[config.mk]
export PLATFORM = sky130hd
export DESIGN_NAME = sfepc_ctrl
export DESIGN_NICKNAME = d
export VERILOG_FILES = /design/src/sfepc_ctrl.v /design/src/sfepc_sync.v /design/src/sfepc_buf2.v
export VERILOG_INCLUDE_DIRS = /design/src /design/src/src
export SDC_FILE = /design/constraint.sdc
export NUM_CORES = 2
export LEC_CHECK = 0
export BUFFER_PORTS_ARGS = -buffer_cell sky130_fd_sc_hd__buf_2
export CAP_MARGIN = 20
export CORE_AREA = 2 2 431 433
export CTS_CLUSTER_SIZE = 40
export DETAILED_ROUTE_END_ITERATION = 10
export DIE_AREA = 0 0 433 435
export GPL_ROUTABILITY_DRIVEN = 1
export PLACE_DENSITY = 0.77
export SYNTH_ARGS = -nofsm -noshare
export SYNTH_HDL_FRONTEND = slang
export SYNTH_SLANG_ARGS = --single-unit
export TNS_END_PERCENT = 10
[constraint.sdc]
create_clock -name CLK_SYS -period 4.55 [get_ports CLK_SYS]
set_input_delay 0.2275 -clock CLK_SYS [delete_from_list [all_inputs] [get_ports CLK_SYS]]
set_output_delay 0.2275 -clock CLK_SYS [all_outputs]
set_load 0.02 [all_outputs]
[src/sfepc_defines.vh]
// Constants of the serial flash erase and program controller
`ifndef SFEPC_DEFINES_VH
`define SFEPC_DEFINES_VH

// ----------------------------------------------------------------
// Opcodes
// ----------------------------------------------------------------
`define SFEPC_OPC_WRITE_ENABLE 8'h06
`define SFEPC_OPC_ERASE_32K 8'h52
`define SFEPC_OPC_ERASE_64K 8'hD8
`define SFEPC_OPC_CHIP_ERASE 8'h60
`define SFEPC_OPC_CHIP_ERASE_ALT 8'hC7
`define SFEPC_OPC_PAGE_PROGRAM 8'h02
`define SFEPC_OPC_QUAD_PAGE_PROGRAM 8'h38
`define SFEPC_OPC_DEEP_POWER_DOWN 8'hB9
`define SFEPC_OPC_RELEASE_PD 8'hAB
`define SFEPC_OPC_OTP_ENTER 8'hB1
`define SFEPC_OPC_OTP_EXIT 8'hC1
`define SFEPC_OPC_RESET_ENABLE 8'h66
`define SFEPC_OPC_RESET 8'h99

// ----------------------------------------------------------------
// Array operation word: kind, otp flag, address, data
// ----------------------------------------------------------------
`define SFEPC_KIND_ERASE_32K 3'h1
`define SFEPC_KIND_ERASE_64K 3'h2
`define SFEPC_KIND_CHIP_ERASE 3'h3
`define SFEPC_KIND_PROGRAM 3'h4
`define SFEPC_WORD_W 36
`define SFEPC_PAGE_BYTES 256

// ----------------------------------------------------------------
// Timing
// ----------------------------------------------------------------
`define SFEPC_CLK_MHZ 40
`define SFEPC_ERASE_32K_TIME_US 150000
`define SFEPC_ERASE_64K_TIME_US 300000
`define SFEPC_CHIP_ERASE_TIME_US 40000000
`define SFEPC_PAGE_PROGRAM_TIME_US 1000
`define SFEPC_POWER_DOWN_ENTRY_DELAY_US 10

`endif

[src/sfepc_ctrl.v]
// Erase, program, power-down and OTP command logic of a serial flash
//
// Behaviour
// - Opcode: eight clocks single, two clocks quad
// - Deselect starts timed cycle; end clears busy, latch
// - Protected blocks or pages are never modified
// - 64K erase needs latch, any block address
// - Erase deselect off byte boundary is rejected
// - Chip erase only with all protect bits zero
// - Page program clears bits, needs latch first
// - Beyond 256 bytes, only last 256 kept
// - Overrun wraps to start of same page
// - Unsent bytes of the page stay unchanged
// - Program needs data byte, deselect on boundary
// - Quad program needs quad enable, four lines
// - Quad program accepted only in single-line form
// - Power-down ignores all but release and reset
// - Power-down on boundary, entered after delay
// - Software reset ends power-down; reset gives standby
// - OTP entry steers program to OTP region
// - OTP mode refuses status and security writes
// - OTP exit returns to main array
// - Locked OTP refuses update; no array access
`timescale 1ns/10ps
`include "sfepc_defines.vh"
module sfepc_ctrl #(
  parameter [31:0] ERASE32_CYC = `SFEPC_ERASE_32K_TIME_US * `SFEPC_CLK_MHZ,
  parameter [31:0] ERASE64_CYC = `SFEPC_ERASE_64K_TIME_US * `SFEPC_CLK_MHZ,
  parameter [31:0] CHIP_CYC = `SFEPC_CHIP_ERASE_TIME_US * `SFEPC_CLK_MHZ,
  parameter [31:0] PROG_CYC = `SFEPC_PAGE_PROGRAM_TIME_US * `SFEPC_CLK_MHZ
) (
  // Clock and reset
  input wire CLK_SYS,
  input wire ARST_N,
  // Serial pins
  input wire CS_N,
  input wire SCLK,
  input wire [3:0] QUAD_IO_LINES,
  // Configuration
  input wire QPI_MODE,
  input wire QUAD_LINES_ENABLE,
  input wire BLOCK_PROTECT_0,
  input wire BLOCK_PROTECT_1,
  input wire BLOCK_PROTECT_2,
  input wire BLOCK_PROTECT_3,
  input wire OTP_LOCKDOWN_BIT,
  // Status
  output reg WRITE_IN_PROGRESS,
  output reg WRITE_ENABLE_LATCH,
  output reg DEEP_POWER_DOWN,
  output reg OTP_MODE,
  output reg REG_WRITE_ALLOW,
  output reg CMD_REJECT,
  // Array operation stream
  output wire OP_VALID,
  input wire OP_READY,
  output wire [2:0] OP_KIND,
  output wire OP_OTP,
  output wire [23:0] OP_ADDR,
  output wire [7:0] OP_DATA
);
  // ----------------------------------------------------------------
  // Constants
  // ----------------------------------------------------------------
  localparam [2:0] ST_IDLE = 3'h1;
  localparam [2:0] ST_EMIT = 3'h2;
  localparam [2:0] ST_WAIT = 3'h4;
  localparam [9:0] DP_CYC = `SFEPC_POWER_DOWN_ENTRY_DELAY_US * `SFEPC_CLK_MHZ;

  // ----------------------------------------------------------------
  // Functions
  // ----------------------------------------------------------------
  // Protect level n covers the top 2^(n-1) 64K blocks, 9 and up all
  function is_prot;
    input [23:0] a;
    input [3:0] bp;
    reg [8:0] first;
    begin
      first = 9'h100 - (9'h001 << (bp - 4'h1));
      if (bp == 4'h0) begin
        is_prot = 1'b0;
      end else if (bp > 4'h8) begin
        is_prot = 1'b1;
      end else begin
        is_prot = ({1'b0, a[23:16]} >= first);
      end
    end
  endfunction

  function [31:0] cycle_time;
    input [2:0] kind;
    begin
      case (kind)
        `SFEPC_KIND_ERASE_32K: cycle_time = ERASE32_CYC;
        `SFEPC_KIND_ERASE_64K: cycle_time = ERASE64_CYC;
        `SFEPC_KIND_CHIP_ERASE: cycle_time = CHIP_CYC;
        default: cycle_time = PROG_CYC;
      endcase
    end
  endfunction

  // ----------------------------------------------------------------
  // Pin sampling
  // ----------------------------------------------------------------
  wire [5:0] pins_s;
  reg cs_d;
  reg sclk_d;

  sfepc_sync #(
    .W(6)
  ) u_sync (
    .clk(CLK_SYS),
    .arst_n(ARST_N),
    .d({CS_N, SCLK, QUAD_IO_LINES}),
    .q(pins_s)
  );

  wire cs_s = pins_s[5];
  wire sclk_s = pins_s[4];
  wire [3:0] sio_s = pins_s[3:0];
  wire sclk_rise = sclk_s & ~sclk_d & ~cs_s;
  wire cs_fall = ~cs_s & cs_d;
  wire cs_rise = cs_s & ~cs_d;

  always @(posedge CLK_SYS or negedge ARST_N) begin
    if (!ARST_N) begin
      cs_d <= 1'b1;
      sclk_d <= 1'b0;
    end else begin
      cs_d <= cs_s;
      sclk_d <= sclk_s;
    end
  end

  // ----------------------------------------------------------------
  // Frame receiver
  // ----------------------------------------------------------------
  reg [7:0] shift;
  reg [2:0] bitpos;
  reg [2:0] nbytes;
  reg [7:0] opcode;
  reg [23:0] addr;
  reg [7:0] col;
  reg [7:0] page_mem [0:`SFEPC_PAGE_BYTES-1];
  reg [`SFEPC_PAGE_BYTES-1:0] page_mask;

  // Address and data go quad in quad form or for the quad program
  wire quad = QPI_MODE |
    ((nbytes != 3'h0) & (opcode == `SFEPC_OPC_QUAD_PAGE_PROGRAM));
  // Upper lines are don't care in single-line form
  wire [7:0] next_shift = quad ? {shift[3:0], sio_s} : {shift[6:0], sio_s[0]};
  wire [2:0] next_bitpos = bitpos + (quad ? 3'h4 : 3'h1);
  wire byte_done = sclk_rise & (next_bitpos == 3'h0);
  wire op_prog = (opcode == `SFEPC_OPC_PAGE_PROGRAM) |
    (opcode == `SFEPC_OPC_QUAD_PAGE_PROGRAM);
  wire take_data = byte_done & (nbytes >= 3'h4) & op_prog & ~WRITE_IN_PROGRESS;

  always @(posedge CLK_SYS or negedge ARST_N) begin
    if (!ARST_N) begin
      shift <= 8'h00;
      bitpos <= 3'h0;
      nbytes <= 3'h0;
      opcode <= 8'h00;
      addr <= 24'h000000;
      col <= 8'h00;
      page_mask <= {`SFEPC_PAGE_BYTES{1'b0}};
    end else begin
      if (cs_fall) begin
        bitpos <= 3'h0;
        nbytes <= 3'h0;
        opcode <= 8'h00;
        // The mask is still being drained while busy
        if (!WRITE_IN_PROGRESS) begin
          page_mask <= {`SFEPC_PAGE_BYTES{1'b0}};
        end
      end else if (sclk_rise) begin
        shift <= next_shift;
        bitpos <= next_bitpos;
        if (byte_done) begin
          if (nbytes != 3'h7) begin
            nbytes <= nbytes + 3'h1;
          end
          if (nbytes == 3'h0) begin
            opcode <= next_shift;
          end
          if (nbytes >= 3'h1 && nbytes <= 3'h3 && !WRITE_IN_PROGRESS) begin
            addr <= {addr[15:0], next_shift};
          end
          if (nbytes == 3'h3) begin
            col <= next_shift;
          end
          if (take_data) begin
            page_mask[col] <= 1'b1;
            col <= col + 8'h01;
          end
        end
      end
    end
  end

  // Later bytes overwrite earlier ones at the same column
  always @(posedge CLK_SYS) begin
    if (take_data) begin
      page_mem[col] <= next_shift;
    end
  end

  // ----------------------------------------------------------------
  // Command decision at deselect
  // ----------------------------------------------------------------
  wire [3:0] bp = {BLOCK_PROTECT_3, BLOCK_PROTECT_2, BLOCK_PROTECT_1, BLOCK_PROTECT_0};
  wire boundary = (bitpos == 3'h0);
  wire opcode_only = boundary & (nbytes == 3'h1);
  wire can_write = WRITE_ENABLE_LATCH & ~WRITE_IN_PROGRESS & ~DEEP_POWER_DOWN;
  wire op_e32 = (opcode == `SFEPC_OPC_ERASE_32K);
  wire op_e64 = (opcode == `SFEPC_OPC_ERASE_64K);
  wire op_ce = (opcode == `SFEPC_OPC_CHIP_ERASE) | (opcode == `SFEPC_OPC_CHIP_ERASE_ALT);
  wire op_dp = (opcode == `SFEPC_OPC_DEEP_POWER_DOWN);
  wire quad_ok = ~QPI_MODE & QUAD_LINES_ENABLE;
  wire prog_form = (opcode == `SFEPC_OPC_PAGE_PROGRAM) |
    ((opcode == `SFEPC_OPC_QUAD_PAGE_PROGRAM) & quad_ok);

  // Erase needs exactly opcode and three address bytes
  wire erase_ok = (op_e32 | op_e64) & boundary & (nbytes == 3'h4) &
    can_write & ~OTP_MODE & ~is_prot(addr, bp);
  wire chip_ok = op_ce & opcode_only & can_write &
    ~OTP_MODE & (bp == 4'h0);
  // In OTP mode a program lands in the OTP region unless locked
  wire prog_ok = prog_form & boundary & (nbytes >= 3'h5) & can_write &
    (OTP_MODE ? ~OTP_LOCKDOWN_BIT : ~is_prot(addr, bp));
  wire dp_ok = op_dp & opcode_only & ~DEEP_POWER_DOWN;
  wire release_ok = (opcode == `SFEPC_OPC_RELEASE_PD) & (nbytes != 3'h0);
  wire awake = ~DEEP_POWER_DOWN;
  wire write_enable_cmd_ok = (opcode == `SFEPC_OPC_WRITE_ENABLE) & opcode_only & awake &
    ~WRITE_IN_PROGRESS;
  wire enter_ok = (opcode == `SFEPC_OPC_OTP_ENTER) & opcode_only & awake;
  wire exit_ok = (opcode == `SFEPC_OPC_OTP_EXIT) & opcode_only & awake;
  wire rsten_ok = (opcode == `SFEPC_OPC_RESET_ENABLE) & opcode_only;
  wire rst_ok = (opcode == `SFEPC_OPC_RESET) & opcode_only;
  wire write_class = op_e32 | op_e64 | op_ce | op_dp | op_prog;
  wire accept = erase_ok | chip_ok | prog_ok;

  // ----------------------------------------------------------------
  // Mode flags
  // ----------------------------------------------------------------
  reg reset_armed;
  reg dp_pending;
  reg [9:0] dp_count;
  reg [2:0] state;
  reg [2:0] next_state;

  always @(posedge CLK_SYS or negedge ARST_N) begin
    if (!ARST_N) begin
      // Power-up lands in standby, never in power-down
      DEEP_POWER_DOWN <= 1'b0;
      OTP_MODE <= 1'b0;
      WRITE_ENABLE_LATCH <= 1'b0;
      REG_WRITE_ALLOW <= 1'b0;
      CMD_REJECT <= 1'b0;
      reset_armed <= 1'b0;
      dp_pending <= 1'b0;
      dp_count <= 10'h000;
    end else begin
      CMD_REJECT <= cs_rise & (nbytes != 3'h0) & write_class & ~accept & ~dp_ok;
      REG_WRITE_ALLOW <= ~OTP_MODE & ~DEEP_POWER_DOWN & ~WRITE_IN_PROGRESS;
      if (dp_pending) begin
        if (dp_count == 10'h001) begin
          DEEP_POWER_DOWN <= 1'b1;
          dp_pending <= 1'b0;
        end
        dp_count <= dp_count - 10'h001;
      end
      if (state == ST_WAIT && next_state == ST_IDLE) begin
        WRITE_ENABLE_LATCH <= 1'b0;
      end
      if (cs_rise) begin
        reset_armed <= rsten_ok;
        if (rst_ok && reset_armed) begin
          // Reset ends power-down and any OTP session
          DEEP_POWER_DOWN <= 1'b0;
          dp_pending <= 1'b0;
          OTP_MODE <= 1'b0;
          if (!WRITE_IN_PROGRESS) begin
            WRITE_ENABLE_LATCH <= 1'b0;
          end
        end else if (DEEP_POWER_DOWN) begin
          if (release_ok) begin
            DEEP_POWER_DOWN <= 1'b0;
          end
        end else begin
          if (release_ok) begin
            dp_pending <= 1'b0;
          end
          if (dp_ok) begin
            dp_pending <= 1'b1;
            dp_count <= DP_CYC;
          end
          if (write_enable_cmd_ok) begin
            WRITE_ENABLE_LATCH <= 1'b1;
          end
          if (enter_ok) begin
            OTP_MODE <= 1'b1;
            REG_WRITE_ALLOW <= 1'b0;
          end
          if (exit_ok) begin
            OTP_MODE <= 1'b0;
          end
        end
      end
    end
  end

  // ----------------------------------------------------------------
  // Self-timed cycle
  // ----------------------------------------------------------------
  reg [2:0] kind;
  reg single;
  reg op_otp;
  reg [7:0] idx;
  reg [31:0] timer;
  wire buf_ready;
  wire buf_valid = (state == ST_EMIT) & (single | page_mask[idx]);
  wire step = (buf_valid & buf_ready) | ((state == ST_EMIT) & ~single & ~page_mask[idx]);
  wire last = single | (idx == 8'hFF);
  wire [23:0] word_addr = single ? addr : {addr[23:8], idx};
  wire [7:0] word_data = single ? 8'hFF : page_mem[idx];

  always @* begin
    next_state = state;
    case (state)
      ST_IDLE: begin
        if (cs_rise && accept) begin
          next_state = ST_EMIT;
        end
      end
      ST_EMIT: begin
        if (step && last) begin
          next_state = ST_WAIT;
        end
      end
      ST_WAIT: begin
        if (timer == 32'h00000000) begin
          next_state = ST_IDLE;
        end
      end
      default: next_state = ST_IDLE;
    endcase
  end

  always @(posedge CLK_SYS or negedge ARST_N) begin
    if (!ARST_N) begin
      state <= ST_IDLE;
      WRITE_IN_PROGRESS <= 1'b0;
      kind <= `SFEPC_KIND_PROGRAM;
      single <= 1'b0;
      op_otp <= 1'b0;
      idx <= 8'h00;
      timer <= 32'h00000000;
    end else begin
      state <= next_state;
      WRITE_IN_PROGRESS <= (next_state != ST_IDLE);
      case (state)
        ST_IDLE: begin
          if (cs_rise && accept) begin
            single <= ~prog_ok;
            op_otp <= OTP_MODE;
            idx <= 8'h00;
            if (op_e32) begin
              kind <= `SFEPC_KIND_ERASE_32K;
            end else if (op_e64) begin
              kind <= `SFEPC_KIND_ERASE_64K;
            end else if (op_ce) begin
              kind <= `SFEPC_KIND_CHIP_ERASE;
            end else begin
              kind <= `SFEPC_KIND_PROGRAM;
            end
          end
        end
        ST_EMIT: begin
          if (step) begin
            idx <= idx + 8'h01;
            if (last) begin
              timer <= cycle_time(kind) - 32'h00000001;
            end
          end
        end
        ST_WAIT: begin
          if (timer != 32'h00000000) begin
            timer <= timer - 32'h00000001;
          end
        end
        default: idx <= 8'h00;
      endcase
    end
  end

  // ----------------------------------------------------------------
  // Operation buffer toward the array
  // ----------------------------------------------------------------
  // A stalled array holds the cycle in emission, so nothing is lost
  wire [`SFEPC_WORD_W-1:0] buf_out;

  sfepc_buf2 #(
    .W(`SFEPC_WORD_W)
  ) u_buf (
    .clk(CLK_SYS),
    .arst_n(ARST_N),
    .in_valid(buf_valid),
    .in_ready(buf_ready),
    .in_data({kind, op_otp, word_addr, word_data}),
    .out_valid(OP_VALID),
    .out_ready(OP_READY),
    .out_data(buf_out)
  );

  assign OP_KIND = buf_out[35:33];
  assign OP_OTP = buf_out[32];
  assign OP_ADDR = buf_out[31:8];
  assign OP_DATA = buf_out[7:0];
endmodule

[src/sfepc_sync.v]
// Two-stage synchroniser for pin inputs
`timescale 1ns/10ps
module sfepc_sync #(
  parameter W = 6
) (
  input wire clk,
  input wire arst_n,
  input wire [W-1:0] d,
  output reg [W-1:0] q
);
  reg [W-1:0] meta;

  always @(posedge clk or negedge arst_n) begin
    if (!arst_n) begin
      meta <= {W{1'b1}};
      q <= {W{1'b1}};
    end else begin
      meta <= d;
      q <= meta;
    end
  end
endmodule

[src/sfepc_buf2.v]
// Two-entry buffer with valid and ready on both sides
`timescale 1ns/10ps
module sfepc_buf2 #(
  parameter W = 36
) (
  input wire clk,
  input wire arst_n,
  input wire in_valid,
  output reg in_ready,
  input wire [W-1:0] in_data,
  output reg out_valid,
  input wire out_ready,
  output reg [W-1:0] out_data
);
  reg spare_valid;
  reg [W-1:0] spare_data;
  wire push = in_valid & in_ready;
  wire pop = out_valid & out_ready;

  // Head and spare are both flops so the outputs never pass a mux
  always @(posedge clk or negedge arst_n) begin
    if (!arst_n) begin
      out_valid <= 1'b0;
      out_data <= {W{1'b0}};
      spare_valid <= 1'b0;
      spare_data <= {W{1'b0}};
      in_ready <= 1'b1;
    end else begin
      if (!out_valid || pop) begin
        if (spare_valid) begin
          out_data <= spare_data;
          out_valid <= 1'b1;
          spare_valid <= push;
          if (push) begin
            spare_data <= in_data;
          end
          in_ready <= ~push;
        end else begin
          out_valid <= push;
          if (push) begin
            out_data <= in_data;
          end
          in_ready <= 1'b1;
        end
      end else if (push) begin
        spare_data <= in_data;
        spare_valid <= 1'b1;
        in_ready <= 1'b0;
      end
    end
  end
endmodule

# Yosys cells after proc, flatten, opt, wreduce, memory -nomap -nowiden
# Memory sizes are Yosys's and may differ from the RTL's.
# Index checks and enable logic that the tools add are counted.
dict set report totals {
  word_cells 296
  in_bits 16
  n_memories 1
  ramBits 2048
  regBits 464
  output_inout_bits 43
}
# memory words word_bits rd rd_ports_with_merged_regs write_ports line
set mem_list {}
lappend mem_list {page_mem 256 8 1 0 1 sfepc_ctrl.v:144} ;# reg [7:0] page_mem [0:`SFEPC_PAGE_BYTES-1];
dict set report classes {
  n_mux 92
  shift 1
  reduce_logical 38
  n_eq_ne 34
  n_lt_le_gt_ge 9
  bitwise_logic 81
  addsub 9
}
# op n
set ops {}
lappend ops {{256-bit two-way mux} 5}
lappend ops {{256-bit bitwise OR} 1}
lappend ops {{32-bit two-way mux} 6}
lappend ops {{36-bit two-way mux} 5}
lappend ops {{31-bit one-hot mux with 3 select lines} 1}
lappend ops {{8-bit two-way mux} 11}
lappend ops {{8-bit == test, second input constant} 8}
lappend ops {{32-bit one-hot mux with 2 select lines} 1}
lappend ops {{32-bit by 1-bit subtractor with 32-bit output, second input constant} 2}
lappend ops {{1-bit AND} 50}
lappend ops {{10-bit two-way mux} 5}
lappend ops {{1-bit two-way mux} 41}
lappend ops {{3-bit two-way mux} 13}
lappend ops {{32-bit zero test} 1}
lappend ops {{32-bit nonzero test} 1}
lappend ops {{8-bit by 7-bit == test with 1-bit output, second input constant} 3}
lappend ops {{8-bit one-hot mux with 3 select lines} 1}
lappend ops {{8-bit by 9-bit < comparator with 1-bit output, second input constant} 2}
lappend ops {{2-bit nonzero test} 9}
lappend ops {{1-bit NOT} 17}
lappend ops {{8-bit by 1-bit adder with 8-bit output, second input constant} 2}
lappend ops {{4-bit AND reduction} 4}
lappend ops {{1-bit bitwise OR} 13}
lappend ops {{3-bit by 1-bit == test with 1-bit output, second input constant} 4}
lappend ops {{other kinds (33)} 58}

# Longest topological paths before layout
dict set report depth {
  word_depth 20
  ltp_mapped 18
  depth_no_buf 15
}

# Cells and area by module
# Synthesis repeated with hierarchy kept, for this count alone.
dict set report unflattened {
  cells_unflattened 5095
  area_unflattened_um2 100660.3
}
# mod seq_area_each_um2 cells_each area_per_inst_um2 n_inst
set modules_own_cells {}
lappend modules_own_cells {sfepc_ctrl 70936.8 4880 96887.9 1}
lappend modules_own_cells {sfepc_buf2 1878.1 203 3457.1 1}
lappend modules_own_cells {sfepc_sync 315.3 12 315.3 1}

# Least setup slack after synthesis
# Ideal clock, no wire load.
dict set report synth_timing {
  path_type {register to register}
  from {register nbytes[0]}
  to {memory page_mem[0][2], data pin}
  arrival_time_ns 4.078
  slack_ns -0.301
  required_time_ns 3.776
  stages_incl_launch_ff 8
  setup_time_ns 0.774
  path_buffers 1
  period_less_slack_ns 4.851
  cell_sequence {dfrtp_1 > inv_1 > ha_1 > nand2b_1 > a41oi_1 > buf_2 > mux2i_1 > inv_1}
}
dict set report synth_between {
  elab_chain_cells 4
}
# item line
set synth_lines {}
lappend synth_lines {{from (decl)} sfepc_ctrl.v:140} ;# reg [2:0] nbytes;
lappend synth_lines {{from (signal assigned)} sfepc_ctrl.v:181} ;# nbytes <= nbytes + 3'h1;
lappend synth_lines {{3-bit nonzero test} sfepc_ctrl.v:149} ;# ((nbytes != 3'h0) & (opcode == `SFEPC_OPC_QUAD_PAGE_PROGRAM));
lappend synth_lines {{1-bit AND} sfepc_ctrl.v:149}
lappend synth_lines {{1-bit bitwise OR} sfepc_ctrl.v:148} ;# wire quad = QPI_MODE |
lappend synth_lines {{8-bit two-way mux} sfepc_ctrl.v:151} ;# wire [7:0] next_shift = quad ? {shift[3:0], sio_s} : {shift[6:0], sio_s[0]};
lappend synth_lines {{net next_shift[2]} sfepc_ctrl.v:151}
lappend synth_lines {{to (decl)} sfepc_ctrl.v:144}
# The timed path passes the listed nets, and every way through them passes these cells.

# Worst setup path in the final report
dict set report layout_timing {
  from {register idx[0]}
  to {register u_buf.spare_data[6]}
}
dict set report layout_between {
  elab_chain_cells 8
  elab_cells_between_ends 10
  cone_classes {mux: 6; bitwise: 3; memory: 1}
}
# item line
set layout_lines {}
lappend layout_lines {{from (decl)} sfepc_ctrl.v:319} ;# reg [7:0] idx;
lappend layout_lines {{from (signal assigned)} sfepc_ctrl.v:381} ;# idx <= idx + 8'h01;
lappend layout_lines {{1-bit binary-select mux with 8-bit select} sfepc_ctrl.v:322} ;# wire buf_valid = (state == ST_EMIT) & (single | page_mask[idx]);
lappend layout_lines {{1-bit two-way mux (implied by the code)} sfepc_ctrl.v:322}
lappend layout_lines {{1-bit bitwise OR} sfepc_ctrl.v:322}
lappend layout_lines {{1-bit AND} sfepc_ctrl.v:322}
lappend layout_lines {{1-bit AND} sfepc_buf2.v:17} ;# wire push = in_valid & in_ready;
lappend layout_lines {{36-bit two-way mux *} {sfepc_buf2.v:34, sfepc_buf2.v:45}}
lappend layout_lines {{36-bit two-way mux} sfepc_buf2.v:30} ;# if (spare_valid) begin
lappend layout_lines {{36-bit two-way mux *} sfepc_buf2.v:29} ;# if (!out_valid || pop) begin
lappend layout_lines {{to (signal assigned)} sfepc_buf2.v:26} ;# spare_data <= {W{1'b0}};
lappend layout_lines {{to (signal assigned)} sfepc_buf2.v:35} ;# spare_data <= in_data;
lappend layout_lines {{to (signal assigned)} sfepc_buf2.v:46} ;# spare_data <= in_data;
lappend layout_lines {{to (decl)} sfepc_buf2.v:16} ;# reg [W-1:0] spare_data;
# Mark *: on every way between the ends. The rest lies on a longest branch, timed or not. The select of a mux whose other input is x is not followed.
# A chain may end at the register's enable or synchronous reset.

==> impl_results.md <==
- Initial antenna violation count: 8
- Total track usage: 29.6%
- Unrepaired setup endpoints after global routing: true
- Tcrit/Tclk final: 99.1%
- Power Total: 47.8 mW
- Drt wl/cell: 31.7 um
- Iteration-0 DRC Markers: 9325
- Worst slew pin tran: 1.38 ns
- Leak: 42.5 nW
- Register Area: 0.0732 mm^2
- Number of synthesized register bits: 2512
- Area of the die: 0.188 mm^2
- Final GP Congestion: 0.937
- Final hold viol count: 0
- Top cells by count, synth: edfxtp_1 (2048), dfrtp_1 (448), mux4_2 (446)
- HPWL after DPL: 168000 um
- Layout Area Growth over Synthesis: 14.6%
- Layout Cells excl Fill: 8800
- Max Cap Viol: 0
- Most numerous cell in the Yosys netlist: edfxtp_1
- Status: completed
- H-tree levels: 4
- Synth Cell Area: 0.100 mm^2
- Die W: 433 um
- Peak Freq: 0.222 GHz
- IO Pins: 59
- Cell Rows: 158
- Yosys top cell area share: 61.2%
- Share of cells above drive strength 1: 24.8%
- Vias per inst: 6.68
- Slowest cell on the critical path: a2111oi_0
- Final Setup Violations: 0
- Worst-skew pair later-pin latency: 0.92 ns
- Vias in the first global route: 58200
- Critical path peak fanout: 21
- Clock tree buffer depth: 3
- Util after Layout: 62.5%
- Share of async-settable or async-resettable flops after synthesis: 18.5%
- Syn Inst Count: 5584
- Multi-input gate area: 0.0254 mm^2
- First-pass GRT wire length: 405000 um
- Critical path endpoint category: register
- Max Slew Vio Count: 0
- Worst path required time: 5.31 ns
- CTS buffer count: 234
- Antenna-violating nets left: 0
- Hold Path Class: input pin to register
- Worst r2r path cells: 10
- Register clock-pin slew on the reported worst setup and hold paths: 0.07 ns
- Number of library cell types mapped by synthesis: 90
- Placed cell count: 8319
- Clk Tree Root Cell: clkbuf_16
- Most used cell, CP: buf_4
- CTS sink count: 2512
- Crit-path max cell delay: 0.97 ns
- Largest net degree at the start of global routing: 217
- Syn Area/Cell: 18.0 um^2
- Main flop type after synthesis: edfxtp_1
- Final Critical Period: 4.51 ns
- Sequential area share after synthesis: 72.8%
- Power density cells: 416 mW/mm^2
- Largest area contributor in the netlist: edfxtp_1
- DR DRC count: 0
- Area of the core: 0.184 mm^2
- Relative slew slack: 7.87%
- Top cells by area, synth: edfxtp_1 (61%), dfrtp_1 (11%), mux4_2 (10%)
- Hold path cells: 6
- VDD IR-drop max: 0.411 mV
- Starting density of the core: 54.6%
- Crit path cell chain: buf_4 > buf_4 > mux2i_1 > o22ai_1 > a2111oi_0 > buf_4 > o31a_1 > a211oi_1 > a311oi_1 > o21ai_0
- EDFF count, synth: 2048
- # fillers: 12300
- Initial DRT Pass Iterations: 8
- TritonCTS clock tree: built
- Final WL: 279000 um
- Critical Path AT: 5.27 ns
- Worst Path Class, Setup: register to register
- Vert. Die Dim: 435 um
- Vias post-DR: 58800
- Nets: 6135
- Skew final: 0.0700 ns
- Crit path launch type: register
- Yosys warns: 0
- GRT overflow: 0
- Syn_nets: 5624
- Input/output buffers: 58
cells in the final DEF (no fill, tap or decap), drive strengths merged, types with 28 or more instances in the layout:
master / instances
o221ai: 60
clkinv: 89
clkbuf: 312
a211oi: 28
o21ai: 121
inv: 45
o22ai: 29
a22oi: 155
a221oi: 32
mux4: 457
nor2: 370
o21a: 264
mux2i: 294
mux2: 63
edfxtp: 2048
buf: 603
nor3: 50
dfrtp: 448
nand2: 185
nand3: 47
a21oi: 161
final cells by class:
class / instances / share of cell area, %
Sequential cell: 2512 / 63.6
Multi-Input combinational cell: 2685 / 22.1
Clock buffer: 312 / 5.59
Timing Repair Buffer: 622 / 4.51
Tap cell: 2480 / 2.70
Clock inverter: 138 / 1.38
Inverter: 40 / 0.171
Antenna cell: 11 / 0.0239
registers in the layout (all words and copies together), names as in the netlist, 7 cells and up:
name,count
addr,24
page_mask,256
idx,8
timer,32
u_buf.spare_data,36
u_buf.out_data,36
shift,7
dp_count,10
page_mem,2048
opcode,8
col,8
critical path, delay by kind of cell, from the launching register on:
kind	cells	cell delay, ns
mux	1	0.27
compound gates	6	2.28
flops	1	0.68
buf+inv	3	1.08
worst paths after layout:
check	startpoint	endpoint	slack (ns)
worst max-delay path	idx[0]$_DFFE_PN0P_	u_buf.spare_data[6]$_DFFE_PN0P_	0.04
worst min-delay path	QUAD_LINES_ENABLE	single$_DFFE_PN0P_	0.16
worst max register to register	idx[0]$_DFFE_PN0P_	u_buf.spare_data[6]$_DFFE_PN0P_	0.04
worst min register to register	u_sync.meta[3]$_DFF_PN1_	u_sync.q[3]$_DFF_PN1_	0.36
max in group asynchronous	ARST_N	page_mask[216]$_DFFE_PN0P_	3.10
min in group asynchronous	ARST_N	page_mask[143]$_DFFE_PN0P_	0.35
timing repair:
action / CTS / global route
hold buffers: 19 / 0
gates resized for setup: 0 / 3
hold endpoints to repair: 187 / 0
setup endpoints to repair: 0 / 60
buffers inserted: 0 / 0
power breakdown:
part	switching [mW]	internal (mW)
Clock	8.78	11.4
Sequential	0.0751	25.8
Combinational	1.53	0.214
stage by stage:
step / hold slack [ns] / TNS (ns) / instance area, um^2 / setup WS, ns
final: 0.161 / 0 / 115000 / 0.0395
after global routing: 0.142 / -1.19 / 115000 / -0.0819
after CTS: 0.0789 / 0 / 115000 / 0.106
after detailed placement: 0.309 / 0 / 107000 / 0.189
after global placement: 0.304 / 0 / 107000 / 0.0427
after floorplan: -0.0681 / -380.27 / 100000 / -0.300
layer usage:
| layer | up-vias | global-route usage, % | share of wire (%) |
|---|---|---|---|
| li1 | 23500 | - | - |
| met1 | 30000 | 39.6 | 36 |
| met2 | 4429 | 44.7 | 46 |
| met3 | 805 | 8.51 | 13 |
| met4 | 8 | 14.5 | 5.6 |
| met5 | - | 0 | 0.020 |
cells by family after synthesis:
kind of cell	after synthesis	share of synthesized area, %
AO/OA/AOI/OAI	1007	7.04
AND/OR/NAND/NOR	819	3.72
flip-flops	2512	72.8
XOR/XNOR	19	0.179
buffers and inverters	387	1.98
multiplexers	814	13.9
adder cells (fa/ha/maj)	26	0.319
(Power assumes the default switching activity.)
